$ cat src/inc/adc_serial_port_defs.vh
`ifndef ADC_SERIAL_PORT_DEFS_VH
`define ADC_SERIAL_PORT_DEFS_VH

// conversion word
`define WORD_W          16
`define WORD_MSB        15
`define BIT_CNT_W       5
`define LAST_BIT_IDX    5'h0F
`define ALL_BITS        5'h10

// timing, in master clock cycles
`define CNT_W           4
`define MSB_LEAD_CYC    4'h2
`define TAIL_CYC        4'h8
`define CS_LEAD_CYC     4'h8
`define SYNC_LAT_CYC    4'h4

// pin synchroniser layout and reset values
`define PIN_MODE        2
`define PIN_CSN         1
`define PIN_SCLK        0
`define PIN_SYNC_RST    3'h2

// port sequencer states
`define ST_W            3
`define ST_IDLE         3'h0
`define ST_PRESENT      3'h1
`define ST_WAITCS       3'h2
`define ST_LEAD         3'h3
`define ST_SHIFT        3'h4
`define ST_TAIL         3'h5

`endif

$ cat src/verilog/word_buffer.v
`timescale 1ns/1ps
`include "adc_serial_port_defs.vh"

module word_buffer #(
  parameter WIDTH = `WORD_W
) (
  input  wire             core_clk,
  input  wire             nrst,
  input  wire             inValid,
  input  wire [WIDTH-1:0] inData,
  output wire             inReady,
  output wire             outValid,
  input  wire             outReady,
  output wire [WIDTH-1:0] outData
);

  reg [WIDTH-1:0] mem [0:1];
  reg             wrPtr_reg;
  reg             rdPtr_reg;
  reg [1:0]       count_reg;

  wire push = inValid & inReady;
  wire pop  = outValid & outReady;

  assign inReady  = (count_reg != 2'h2);
  assign outValid = (count_reg != 2'h0);
  assign outData  = mem[rdPtr_reg];

  always @(posedge core_clk or negedge nrst) begin
    if (!nrst) begin
      wrPtr_reg <= 1'b0;
      rdPtr_reg <= 1'b0;
      count_reg <= 2'h0;
      mem[0]    <= {WIDTH{1'b0}};
      mem[1]    <= {WIDTH{1'b0}};
    end else begin
      if (push) begin
        mem[wrPtr_reg] <= inData;
        wrPtr_reg      <= ~wrPtr_reg;
      end
      if (pop) begin
        rdPtr_reg <= ~rdPtr_reg;
      end
      if (push && !pop) begin
        count_reg <= count_reg + 2'h1;
      end else if (pop && !push) begin
        count_reg <= count_reg - 2'h1;
      end
    end
  end

endmodule

$ cat src/verilog/adc_serial_output_port.v
`timescale 1ns/1ps
`include "adc_serial_port_defs.vh"

module adc_serial_output_port (
  input  wire                 core_clk,
  input  wire                 nrst,
  input  wire                 portModeSelect,
  input  wire                 chipSelectN,
  input  wire                 shiftClkIn,
  input  wire                 wordInValid,
  input  wire [`WORD_W-1:0]   wordInData,
  output wire                 wordInReady,
  input  wire                 conversionEndingSoon,
  output wire                 serialDataOut,
  output wire                 serialDataOutEn,
  output wire                 shiftClkOut,
  output wire                 shiftClkOutEn,
  output wire                 dataReadyN
);

  // pin synchronisers: stage one feeds stage two only
  reg  [2:0]              pinMeta_reg;
  reg  [2:0]              pinSync_reg;
  reg                     csPrev_reg;
  reg                     sclkPrev_reg;

  // port sequencer
  reg  [`ST_W-1:0]        state_reg;
  reg  [`ST_W-1:0]        state_next;
  reg  [`WORD_W-1:0]      shift_reg;
  reg  [`WORD_W-1:0]      shift_next;
  reg  [`BIT_CNT_W-1:0]   bitCnt_reg;
  reg  [`BIT_CNT_W-1:0]   bitCnt_next;
  reg  [`CNT_W-1:0]       cnt_reg;
  reg  [`CNT_W-1:0]       cnt_next;
  reg                     sclk_reg;
  reg                     sclk_next;
  reg                     readyN_reg;
  reg                     readyN_next;
  reg                     popReady;

  // output side of the two-entry buffer
  wire                    bufValid;
  wire [`WORD_W-1:0]      bufData;

  wire selfClocked = pinSync_reg[`PIN_MODE];
  wire csLow       = ~pinSync_reg[`PIN_CSN];
  wire sclkIn      = pinSync_reg[`PIN_SCLK];
  wire csFall      = csPrev_reg & csLow;
  wire extRise     = ~sclkPrev_reg & sclkIn;
  wire extFall     = sclkPrev_reg & ~sclkIn;

  // an unread word gives way to the next conversion only while cs is low
  wire dropWord    = csLow & conversionEndingSoon & (bitCnt_reg == {`BIT_CNT_W{1'b0}});

  // converter side can run ahead of a stalled reader by three words: two in the buffer, one in the shift register
  word_buffer #(
    .WIDTH    (`WORD_W)
  ) u_word_buffer (
    .core_clk (core_clk),
    .nrst     (nrst),
    .inValid  (wordInValid),
    .inData   (wordInData),
    .inReady  (wordInReady),
    .outValid (bufValid),
    .outReady (popReady),
    .outData  (bufData)
  );

  // stage one is read by stage two and by nothing else
  always @(posedge core_clk or negedge nrst) begin
    if (!nrst) begin
      pinMeta_reg <= `PIN_SYNC_RST;
    end else begin
      pinMeta_reg <= {portModeSelect, chipSelectN, shiftClkIn};
    end
  end

  always @(posedge core_clk or negedge nrst) begin
    if (!nrst) begin
      pinSync_reg <= `PIN_SYNC_RST;
    end else begin
      pinSync_reg <= pinMeta_reg;
    end
  end

  // a select held low through reset still yields one clean fall
  always @(posedge core_clk or negedge nrst) begin
    if (!nrst) begin
      csPrev_reg <= 1'b0;
    end else begin
      csPrev_reg <= pinSync_reg[`PIN_CSN];
    end
  end

  // host clock rests low, so a zero reset gives no false edge
  always @(posedge core_clk or negedge nrst) begin
    if (!nrst) begin
      sclkPrev_reg <= 1'b0;
    end else begin
      sclkPrev_reg <= pinSync_reg[`PIN_SCLK];
    end
  end

  always @* begin
    state_next  = state_reg;
    shift_next  = shift_reg;
    bitCnt_next = bitCnt_reg;
    cnt_next    = cnt_reg;
    sclk_next   = sclk_reg;
    readyN_next = readyN_reg;
    popReady    = 1'b0;

    case (state_reg)
      `ST_IDLE: begin
        sclk_next = 1'b0;
        // buffer pops only here, so a word never overtakes one in flight
        popReady  = 1'b1;
        if (bufValid) begin
          // msb goes on the pin now, data-ready follows later
          shift_next  = bufData;
          bitCnt_next = {`BIT_CNT_W{1'b0}};
          cnt_next    = `MSB_LEAD_CYC - 4'h1;
          state_next  = `ST_PRESENT;
        end
      end

      `ST_PRESENT: begin
        // external mode needs no lead: the host owns the clock
        if (cnt_reg == {`CNT_W{1'b0}}) begin
          readyN_next = 1'b0;
          if (!selfClocked) begin
            state_next = `ST_SHIFT;
          end else if (csLow) begin
            state_next = `ST_SHIFT;
          end else begin
            state_next = `ST_WAITCS;
          end
        end else begin
          cnt_next = cnt_reg - 4'h1;
        end
      end

      `ST_WAITCS: begin
        // clock parked low until the select falls again
        sclk_next = 1'b0;
        if (!selfClocked) begin
          state_next = `ST_SHIFT;
        end else if (csFall) begin
          // part of the lead is already spent in the synchroniser
          cnt_next   = `CS_LEAD_CYC - `SYNC_LAT_CYC;
          state_next = `ST_LEAD;
        end
      end

      `ST_LEAD: begin
        // a cs rise during the lead waits for a fresh fall
        if (dropWord) begin
          readyN_next = 1'b1;
          state_next  = `ST_IDLE;
        end else if (!csLow) begin
          state_next = `ST_WAITCS;
        end else if (cnt_reg == {`CNT_W{1'b0}}) begin
          state_next = `ST_SHIFT;
        end else begin
          cnt_next = cnt_reg - 4'h1;
        end
      end

      `ST_SHIFT: begin
        if (selfClocked) begin
          if (sclk_reg) begin
            // data moves on the falling half, host samples on the rise
            sclk_next  = 1'b0;
            shift_next = {shift_reg[`WORD_MSB-1:0], 1'b0};
          end else if (!csLow) begin
            // pause with clock low; a fresh cs fall restarts the lead
            state_next = `ST_WAITCS;
          end else begin
            sclk_next   = 1'b1;
            bitCnt_next = bitCnt_reg + 5'h01;
            if (bitCnt_reg == `LAST_BIT_IDX) begin
              cnt_next   = `TAIL_CYC - 4'h1;
              state_next = `ST_TAIL;
            end
          end
        end else begin
          // rises count bits, falls put the next bit on the pin
          sclk_next = 1'b0;
          if (dropWord) begin
            readyN_next = 1'b1;
            state_next  = `ST_IDLE;
          end else if (extRise && bitCnt_reg != `ALL_BITS) begin
            bitCnt_next = bitCnt_reg + 5'h01;
          end else if (extFall && bitCnt_reg == `ALL_BITS) begin
            readyN_next = 1'b1;
            state_next  = `ST_IDLE;
          end else if (extFall && bitCnt_reg != {`BIT_CNT_W{1'b0}}) begin
            shift_next = {shift_reg[`WORD_MSB-1:0], 1'b0};
          end
        end
      end

      `ST_TAIL: begin
        // clock rests low through the tail
        sclk_next = 1'b0;
        if (cnt_reg == {`CNT_W{1'b0}}) begin
          readyN_next = 1'b1;
          state_next  = `ST_IDLE;
        end else begin
          cnt_next = cnt_reg - 4'h1;
        end
      end

      default: begin
        // unused codes fall back to a quiet idle port
        state_next  = `ST_IDLE;
        sclk_next   = 1'b0;
        readyN_next = 1'b1;
      end
    endcase
  end

  // sequencer state
  always @(posedge core_clk or negedge nrst) begin
    if (!nrst) begin
      state_reg <= `ST_IDLE;
    end else begin
      state_reg <= state_next;
    end
  end

  // word being shifted, msb on the pin
  always @(posedge core_clk or negedge nrst) begin
    if (!nrst) begin
      shift_reg <= {`WORD_W{1'b0}};
    end else begin
      shift_reg <= shift_next;
    end
  end

  // bits handed to the host so far
  always @(posedge core_clk or negedge nrst) begin
    if (!nrst) begin
      bitCnt_reg <= {`BIT_CNT_W{1'b0}};
    end else begin
      bitCnt_reg <= bitCnt_next;
    end
  end

  // lead and tail timer, master clock cycles
  always @(posedge core_clk or negedge nrst) begin
    if (!nrst) begin
      cnt_reg <= {`CNT_W{1'b0}};
    end else begin
      cnt_reg <= cnt_next;
    end
  end

  // own shift clock; low at rest so the first edge is a rise
  always @(posedge core_clk or negedge nrst) begin
    if (!nrst) begin
      sclk_reg <= 1'b0;
    end else begin
      sclk_reg <= sclk_next;
    end
  end

  // data-ready, idle high
  always @(posedge core_clk or negedge nrst) begin
    if (!nrst) begin
      readyN_reg <= 1'b1;
    end else begin
      readyN_reg <= readyN_next;
    end
  end

  assign serialDataOut   = shift_reg[`WORD_MSB];

  // data enable follows the synced select, clock enable follows it in self-clocked mode only; both two cycles behind the pin
  assign serialDataOutEn = csLow;
  assign shiftClkOut     = sclk_reg;
  assign shiftClkOutEn   = selfClocked & csLow;
  assign dataReadyN      = readyN_reg;

endmodule

$ cat config.mk
export PLATFORM = sky130hd
export DESIGN_NAME = adc_serial_output_port
export DESIGN_NICKNAME = d
export VERILOG_FILES = /design/src/verilog/word_buffer.v /design/src/verilog/adc_serial_output_port.v
export VERILOG_INCLUDE_DIRS = /design/src /design/src/inc
export SDC_FILE = /design/constraint.sdc
export NUM_CORES = 1
export LEC_CHECK = 0
export ABC_CLOCK_PERIOD_IN_PS = 2610
export BUFFER_PORTS_ARGS = -buffer_cell sky130_fd_sc_hd__clkbuf_2
export CAP_MARGIN = 10
export CORE_MARGIN = 3
export CORE_UTILIZATION = 25
export DETAILED_ROUTE_END_ITERATION = 10
export PLACE_DENSITY = 0.47
export SLEW_MARGIN = 5
export SYNTH_ARGS = -nofsm -noshare
export SYNTH_HDL_FRONTEND = slang
export SYNTH_SLANG_ARGS = --single-unit
$ cat constraint.sdc
create_clock -name core_clk -period 2.61 [get_ports core_clk]
set_input_delay 0.522 -clock core_clk [delete_from_list [all_inputs] [get_ports core_clk]]
set_output_delay 0.522 -clock core_clk [all_outputs]
set_load 0.01 [all_outputs]
=== Yosys cells after proc, flatten, opt, wreduce, memory -nomap -nowiden ===
Cells that the tools add are included.

* Register bits after elaboration: 74
* Bits of input ports: 23
* Output and inout bits: 6
* Logic and storage cells: 164

* $add $sub $neg: 4
* Order comparisons: 3
* Equal/unequal tests: 37
* Multiplexer cells: 65
* Bitwise logic cells: 16
* Reduce and logical (&&, ||, !) cells: 24

{| class="wikitable"
|+ Operators by type and width
! cell !! number
|-
| 16-bit two-way mux || 11
|-
| 3-bit two-way mux || 17
|-
| 4-bit two-way mux || 10
|-
| 3-bit inequality test, second input constant || 11
|-
| 32-bit bitwise mux || 1
|-
| 16-bit case mux with 2 select lines || 1
|-
| 5-bit two-way mux || 6
|-
| 2-bit inequality test, second input constant || 13
|-
| 4-bit case mux with 5 select lines || 1
|-
| 3-bit case mux with 6 select lines || 1
|-
| 16-bit demux with 1-bit select || 1
|-
| 4-bit inequality test, second input constant || 4
|-
| 7-bit AND reduction || 2
|-
| 1-bit two-way mux || 11
|-
| 5-bit case mux with 2 select lines || 1
|-
| 10-bit AND reduction || 1
|-
| 5-bit nonzero test || 2
|-
| 9-bit AND reduction || 1
|-
| 1-bit AND || 8
|-
| 3-bit by 2-bit equality test with 1-bit output, second input constant || 2
|-
| 3-bit equality test, second input constant || 2
|-
| 1-bit logical AND || 6
|-
| 1-bit inverter || 6
|-
| 6-bit AND reduction || 1
|-
| 21 further kinds || 29
|}

=== Logic depth before layout (Yosys ltp) ===
* Depth in word-level cells: 9
* Mapped depth: 8
* Gate-level depth less buffers: 8

=== By module ===
Synthesis repeated with hierarchy kept, for this count alone.

* Cell total of the unflattened synthesis: 335
* Area, all modules: 3,921.3 um2

{| class="wikitable"
|+ Modules (own cells, without submodules)
! module !! times used !! cells an instance !! area an instance (um2) !! sequential area each (um2)
|-
| adc_serial_output_port || 1 || 232 || 2,225.9 || 954.7
|-
| word_buffer || 1 || 103 || 1,695.4 || 900.9
|}

=== Worst setup path before layout ===
Ideal clock, no wire load.

* Kind: reg2reg
* Start point: register bitCnt_reg[0]
* End point: register cnt_reg[2]
* Library setup time: 0.123 ns
* Data arrival time: 1.808 ns
* Required time: 2.487 ns
* Path slack: 0.680 ns
* Cell stages (with the launch flop): 8
* Buffers on the path: 0
* Period minus slack after synthesis: 1.930 ns
* Cells stage by stage: dfrtp_1 > inv_1 > ha_1 > nor3b_2 > and3_1 > o31a_1 > o31a_2 > o221a_2

* Word-level cells in the longest chain between the ends: 4
* Elaborated cells between the ends (all ways): 6
* Those cells by class: eq/ne: 3; bitwise: 1; reduce/logical: 2

{| class="wikitable"
|+ Ends and longest elaborated chain
! element !! line !! source
|-
| from (decl) || adc_serial_output_port.v:32 || <nowiki>reg [`BIT_CNT_W-1:0] bitCnt_reg;</nowiki>
|-
| from (signal assigned) || adc_serial_output_port.v:245 || <nowiki>bitCnt_reg <= {`BIT_CNT_W{1'b0}};</nowiki>
|-
| from (signal assigned) || adc_serial_output_port.v:247 || <nowiki>bitCnt_reg <= bitCnt_next;</nowiki>
|-
| 5-bit logical NOT || adc_serial_output_port.v:54 || <nowiki>wire dropWord = csLow & conversionEndingSoon & (bitCnt_reg == {`BIT_CNT_W{1'b0}});</nowiki>
|-
| 1-bit AND || adc_serial_output_port.v:54 ||
|-
| 2-bit inequality test (no source line) || n/a ||
|-
| 10-bit AND reduction (no source line) * || n/a ||
|-
| to (signal assigned) || adc_serial_output_port.v:254 || <nowiki>cnt_reg <= {`CNT_W{1'b0}};</nowiki>
|-
| to (signal assigned) || adc_serial_output_port.v:256 || <nowiki>cnt_reg <= cnt_next;</nowiki>
|-
| to (decl) || adc_serial_output_port.v:34 || <nowiki>reg [`CNT_W-1:0] cnt_reg;</nowiki>
|}

Mark *: on every way between the ends. The rest lies on a longest branch, timed or not.
A chain may end at the register's enable or synchronous reset.

=== Worst setup path after layout ===
* Start point: register bitCnt_reg[0]
* End point: register bitCnt_reg[1]

* Word-level cells in the longest chain between the ends: 5
* Elaborated cells between the ends (all ways): 14
* Those cells by class: add/sub: 1; eq/ne: 3; mux: 6; bitwise: 1; reduce/logical: 3

{| class="wikitable"
|+ Ends and longest elaborated chain
! element !! line !! source
|-
| 5-bit by 1-bit adder with 5-bit output || adc_serial_output_port.v:181, adc_serial_output_port.v:194 ||
|-
| 5-bit two-way mux, on equally long branches || adc_serial_output_port.v:193, adc_serial_output_port.v:176 ||
|-
| 5-bit two-way mux, on equally long branches || adc_serial_output_port.v:190, adc_serial_output_port.v:172 ||
|-
| 5-bit two-way mux || adc_serial_output_port.v:171 || <nowiki>if (selfClocked) begin</nowiki>
|-
| 5-bit case mux with 2 select lines || adc_serial_output_port.v:114 || <nowiki>case (state_reg)</nowiki>
|}

Parallel ways exist; a longest one is shown, timed or not. The select of a mux whose other input is x is not followed.

==> results.json <==
{
  "status": "complete, no violations",
  "grt_pass1_vias": 2518,
  "place_hpwl_mm": 5.00,
  "cts_resized": 0,
  "yosysUniqueCellTypes": 52,
  "fmax_mhz": 474,
  "worstRegToRegCells": 7,
  "layout.area.seq_um2": 1860,
  "slew_violations": 0,
  "crit_chain": "inv_1 > ha_1 > nor3b_2 > o21ai_1 > a311oi_2 > nor2_1 > mux2i_1",
  "synth_warnings": 0,
  "r2r_slack_ns": 0.50,
  "port-buffer-count": 28,
  "hp-class": "input port to async pin",
  "nFillCells": 1494,
  "worstPathArrival_ns": 2.32,
  "cts_buffer_depth": 2,
  "row_count": 43,
  "synth_edf_count": 0,
  "yosysMostFrequentCell": "dfrtp_1",
  "ir_drop_uv": 608,
  "setup_viol": 0,
  "final.setup.tns_ns": 0,
  "crit_type": "flip-flop to flip-flop",
  "gr-usage-all-layers_pct": 10.1,
  "initial_core_util_pct": 25.8,
  "root_buffer": "clkbuf_16",
  "maxCapViolCount": 0,
  "cts.clk_slew.worst_paths_ns": 0.06,
  "min_period_ns": 2.11,
  "async_reset_ff_share_pct": 100,
  "wire_per_inst_um": 13.7,
  "cts_buffers": 9,
  "synth-main-ff-cell": "dfrtp_1",
  "leakage_nw": 1.88,
  "ctsHtreeMaxLevel": 3,
  "cts_tree": "yes",
  "post_synth.cell_area_avg_um2": 10.9,
  "synth_top_cell_by_area": "dfrtp_1",
  "critPathLaunchType": "flip-flop",
  "synth_commonest_cells": "71 x dfrtp_1, 33 x mux2_2, 29 x nand2_1, 26 x nor2_1",
  "largest_reg_flops": 32,
  "period_share_pct": 80.9,
  "holdWs_ns": 0.194,
  "antenna_cells": 0,
  "synth_area_um2": 3600,
  "worst_slew_margin_rel_pct": 61.6,
  "crit_family": "compound AO/OA/AOI/OAI gates",
  "cts.sinks": 74,
  "clk_latency_ns": 0.33,
  "slowest_stage": "a311oi_2",
  "wl_mm": 7.48,
  "drive_gt1_share_pct": 27.4,
  "ant_nets": 0,
  "crit_fanout": 8,
  "crit_buf_inv": 1,
  "hold_viol_final": 0,
  "die-area_um2": 15900,
  "hold_buffers": 0,
  "overflow": 0,
  "syn-instance-count": 330,
  "critical_path_required_ns": 2.82,
  "worstMarginPinSlew_ns": 0.576,
  "syn_nets": 359,
  "yosysTopAreaCellShare_pct": 49.3,
  "vias": 2479,
  "design.core.area_um2": 14000,
  "drtIter0Drc": 194,
  "p_per_area_nw_per_um2": 1260,
  "cts_setup_buffers": 0,
  "finalNetCount": 389,
  "synth-seq-cells": 74,
  "boundaryPins": 29,
  "clock_skew_ns": 0.00598,
  "gp_congestion": 0.766,
  "rsz0062_at_grt": "no",
  "syn_to_final_growth_pct": 18.9,
  "r2r-end": "bitCnt_reg[1]$_DFFE_PN0P_",
  "multi_input_area_um2": 1610,
  "synth_seq_area_share_pct": 51.5,
  "slowest_delay_ns": 0.56,
  "drtPass1Iterations": 4,
  "grt_pass1_wl_mm": 12.8,
  "rr_startpoint": "bitCnt_reg[0]$_DFFE_PN0P_",
  "end_kind": "flip-flop",
  "netlist_top_cells_area": "dfrtp_1 49%, mux2_2 10%, mux2i_1 4.7%, a21oi_1 3.3%, o21ai_0 3.3%",
  "die_h_um": 126,
  "die_x_um": 126,
  "grt_max_degree": 75,
  "via_per_inst": 4.55,
  "antenna_found_initial": 0,
  "drc": 0
}
-- cells by family after synthesis --
kind of cell | count (synthesis) | synth area share, %
mux | 50 | 15.0
buf+inv | 28 | 3.92
fa+ha+maj | 6 | 2.08
flops | 74 | 51.5
compound gates | 77 | 13.5
simple gates | 90 | 12.8
xor+xnor | 5 | 1.22
-- worst reg2reg max path, delay by kind of cell (launching register included) --
kind | cells | cell delay (ns)
DFF | 1 | 0.42
AOI/OAI and AO/OA | 2 | 0.71
and+or+nand+nor | 2 | 0.49
buffers and inverters | 1 | 0.09
muxes | 1 | 0.15
adders and majority gates | 1 | 0.14
-- where the power goes --
part / switching, mW / total, mW / internal, mW
registers: 0.351 / 2.00 / 1.65
clock network: 0.503 / 1.38 / 0.876
logic: 1.04 / 2.01 / 0.970
-- cell type report --
| cell class | instances | share of cell area [%] |
|---|---|---|
| clock buffers | 10 | 5.58 |
| clock inverters | 6 | 2.28 |
| inverters | 12 | 1.05 |
| multi-input cells | 228 | 37.7 |
| flip-flops and latches | 74 | 43.3 |
| well taps | 180 | 5.26 |
| repair buffers | 35 | 4.85 |
-- how the worst max path moves through the flow --
stage / from / endpoint / slack [ns] / cells past startpoint
after floorplan: bitCnt_reg[0]$_DFFE_PN0P_ / cnt_reg[2]$_DFFE_PN0P_ / 0.68 / 7
after global placement: state_reg[0]$_DFFE_PN0P_ / cnt_reg[0]$_DFFE_PN0P_ / 0.59 / 5
after detailed placement: bitCnt_reg[0]$_DFFE_PN0P_ / bitCnt_reg[1]$_DFFE_PN0P_ / 0.50 / 7
after CTS: bitCnt_reg[0]$_DFFE_PN0P_ / bitCnt_reg[1]$_DFFE_PN0P_ / 0.49 / 7
after global routing: bitCnt_reg[0]$_DFFE_PN0P_ / bitCnt_reg[3]$_DFFE_PN0P_ / 0.30 / 7
final: bitCnt_reg[0]$_DFFE_PN0P_ / bitCnt_reg[1]$_DFFE_PN0P_ / 0.50 / 7
-- routing by layer --
metal / track usage (%) / routed length [um] / vias up
met5: 0 / 0 / -
li1: - / - / 1231
met4: 3.53 / 95 / 0
met1: 12.8 / 3570 / 1200
met2: 15.9 / 3520 / 40
met3: 3.73 / 294 / 8
-- stage by stage --
step	std cells	total power [mW]	instance area, um^2	setup WS (ns)	util [%]
2_1_floorplan	330	3.59	3600	0.680	-
6_report	545	5.39	4280	0.498	30.6
3_5_place_dp	529	4.07	3950	0.504	28.2
5_1_grt	545	5.86	4280	0.298	30.6
4_1_cts	545	5.49	4280	0.489	30.6
3_3_place_gp	529	4.02	3950	0.592	28.2
-- cells in the final DEF (no fill, tap or decap), types with 2 or more instances in the layout --
master     synthesis  layout
ha_1               6       6
dfrtp_1           71      71
o31ai_1            4       4
xor2_1             2       2
nand3_1            2       2
xnor2_1            3       3
buf_4              1       7
nor2b_1            6       6
clkbuf_2           0      27
dfstp_2            3       3
clkbuf_16          0       9
a21boi_0           2       2
or4_1              3       3
nand2b_1           3       3
o21ai_0           24      24
nand2_1           29      29
a32oi_1            2       2
a211o_1            3       3
mux2i_1           17      17
nor2_1            26      26
nor3b_2            4       3
nand4_1            2       2
o21ai_1            3       3
and3_1             2       2
a21oi_1           24      24
inv_1             12      12
o221a_2            2       2
o41ai_1            2       2
mux2_2            33      33
nor3_1             4       4
bufinv_16          0       2
clkinv_4           0       2
Power figures use the tool's default switching activity.
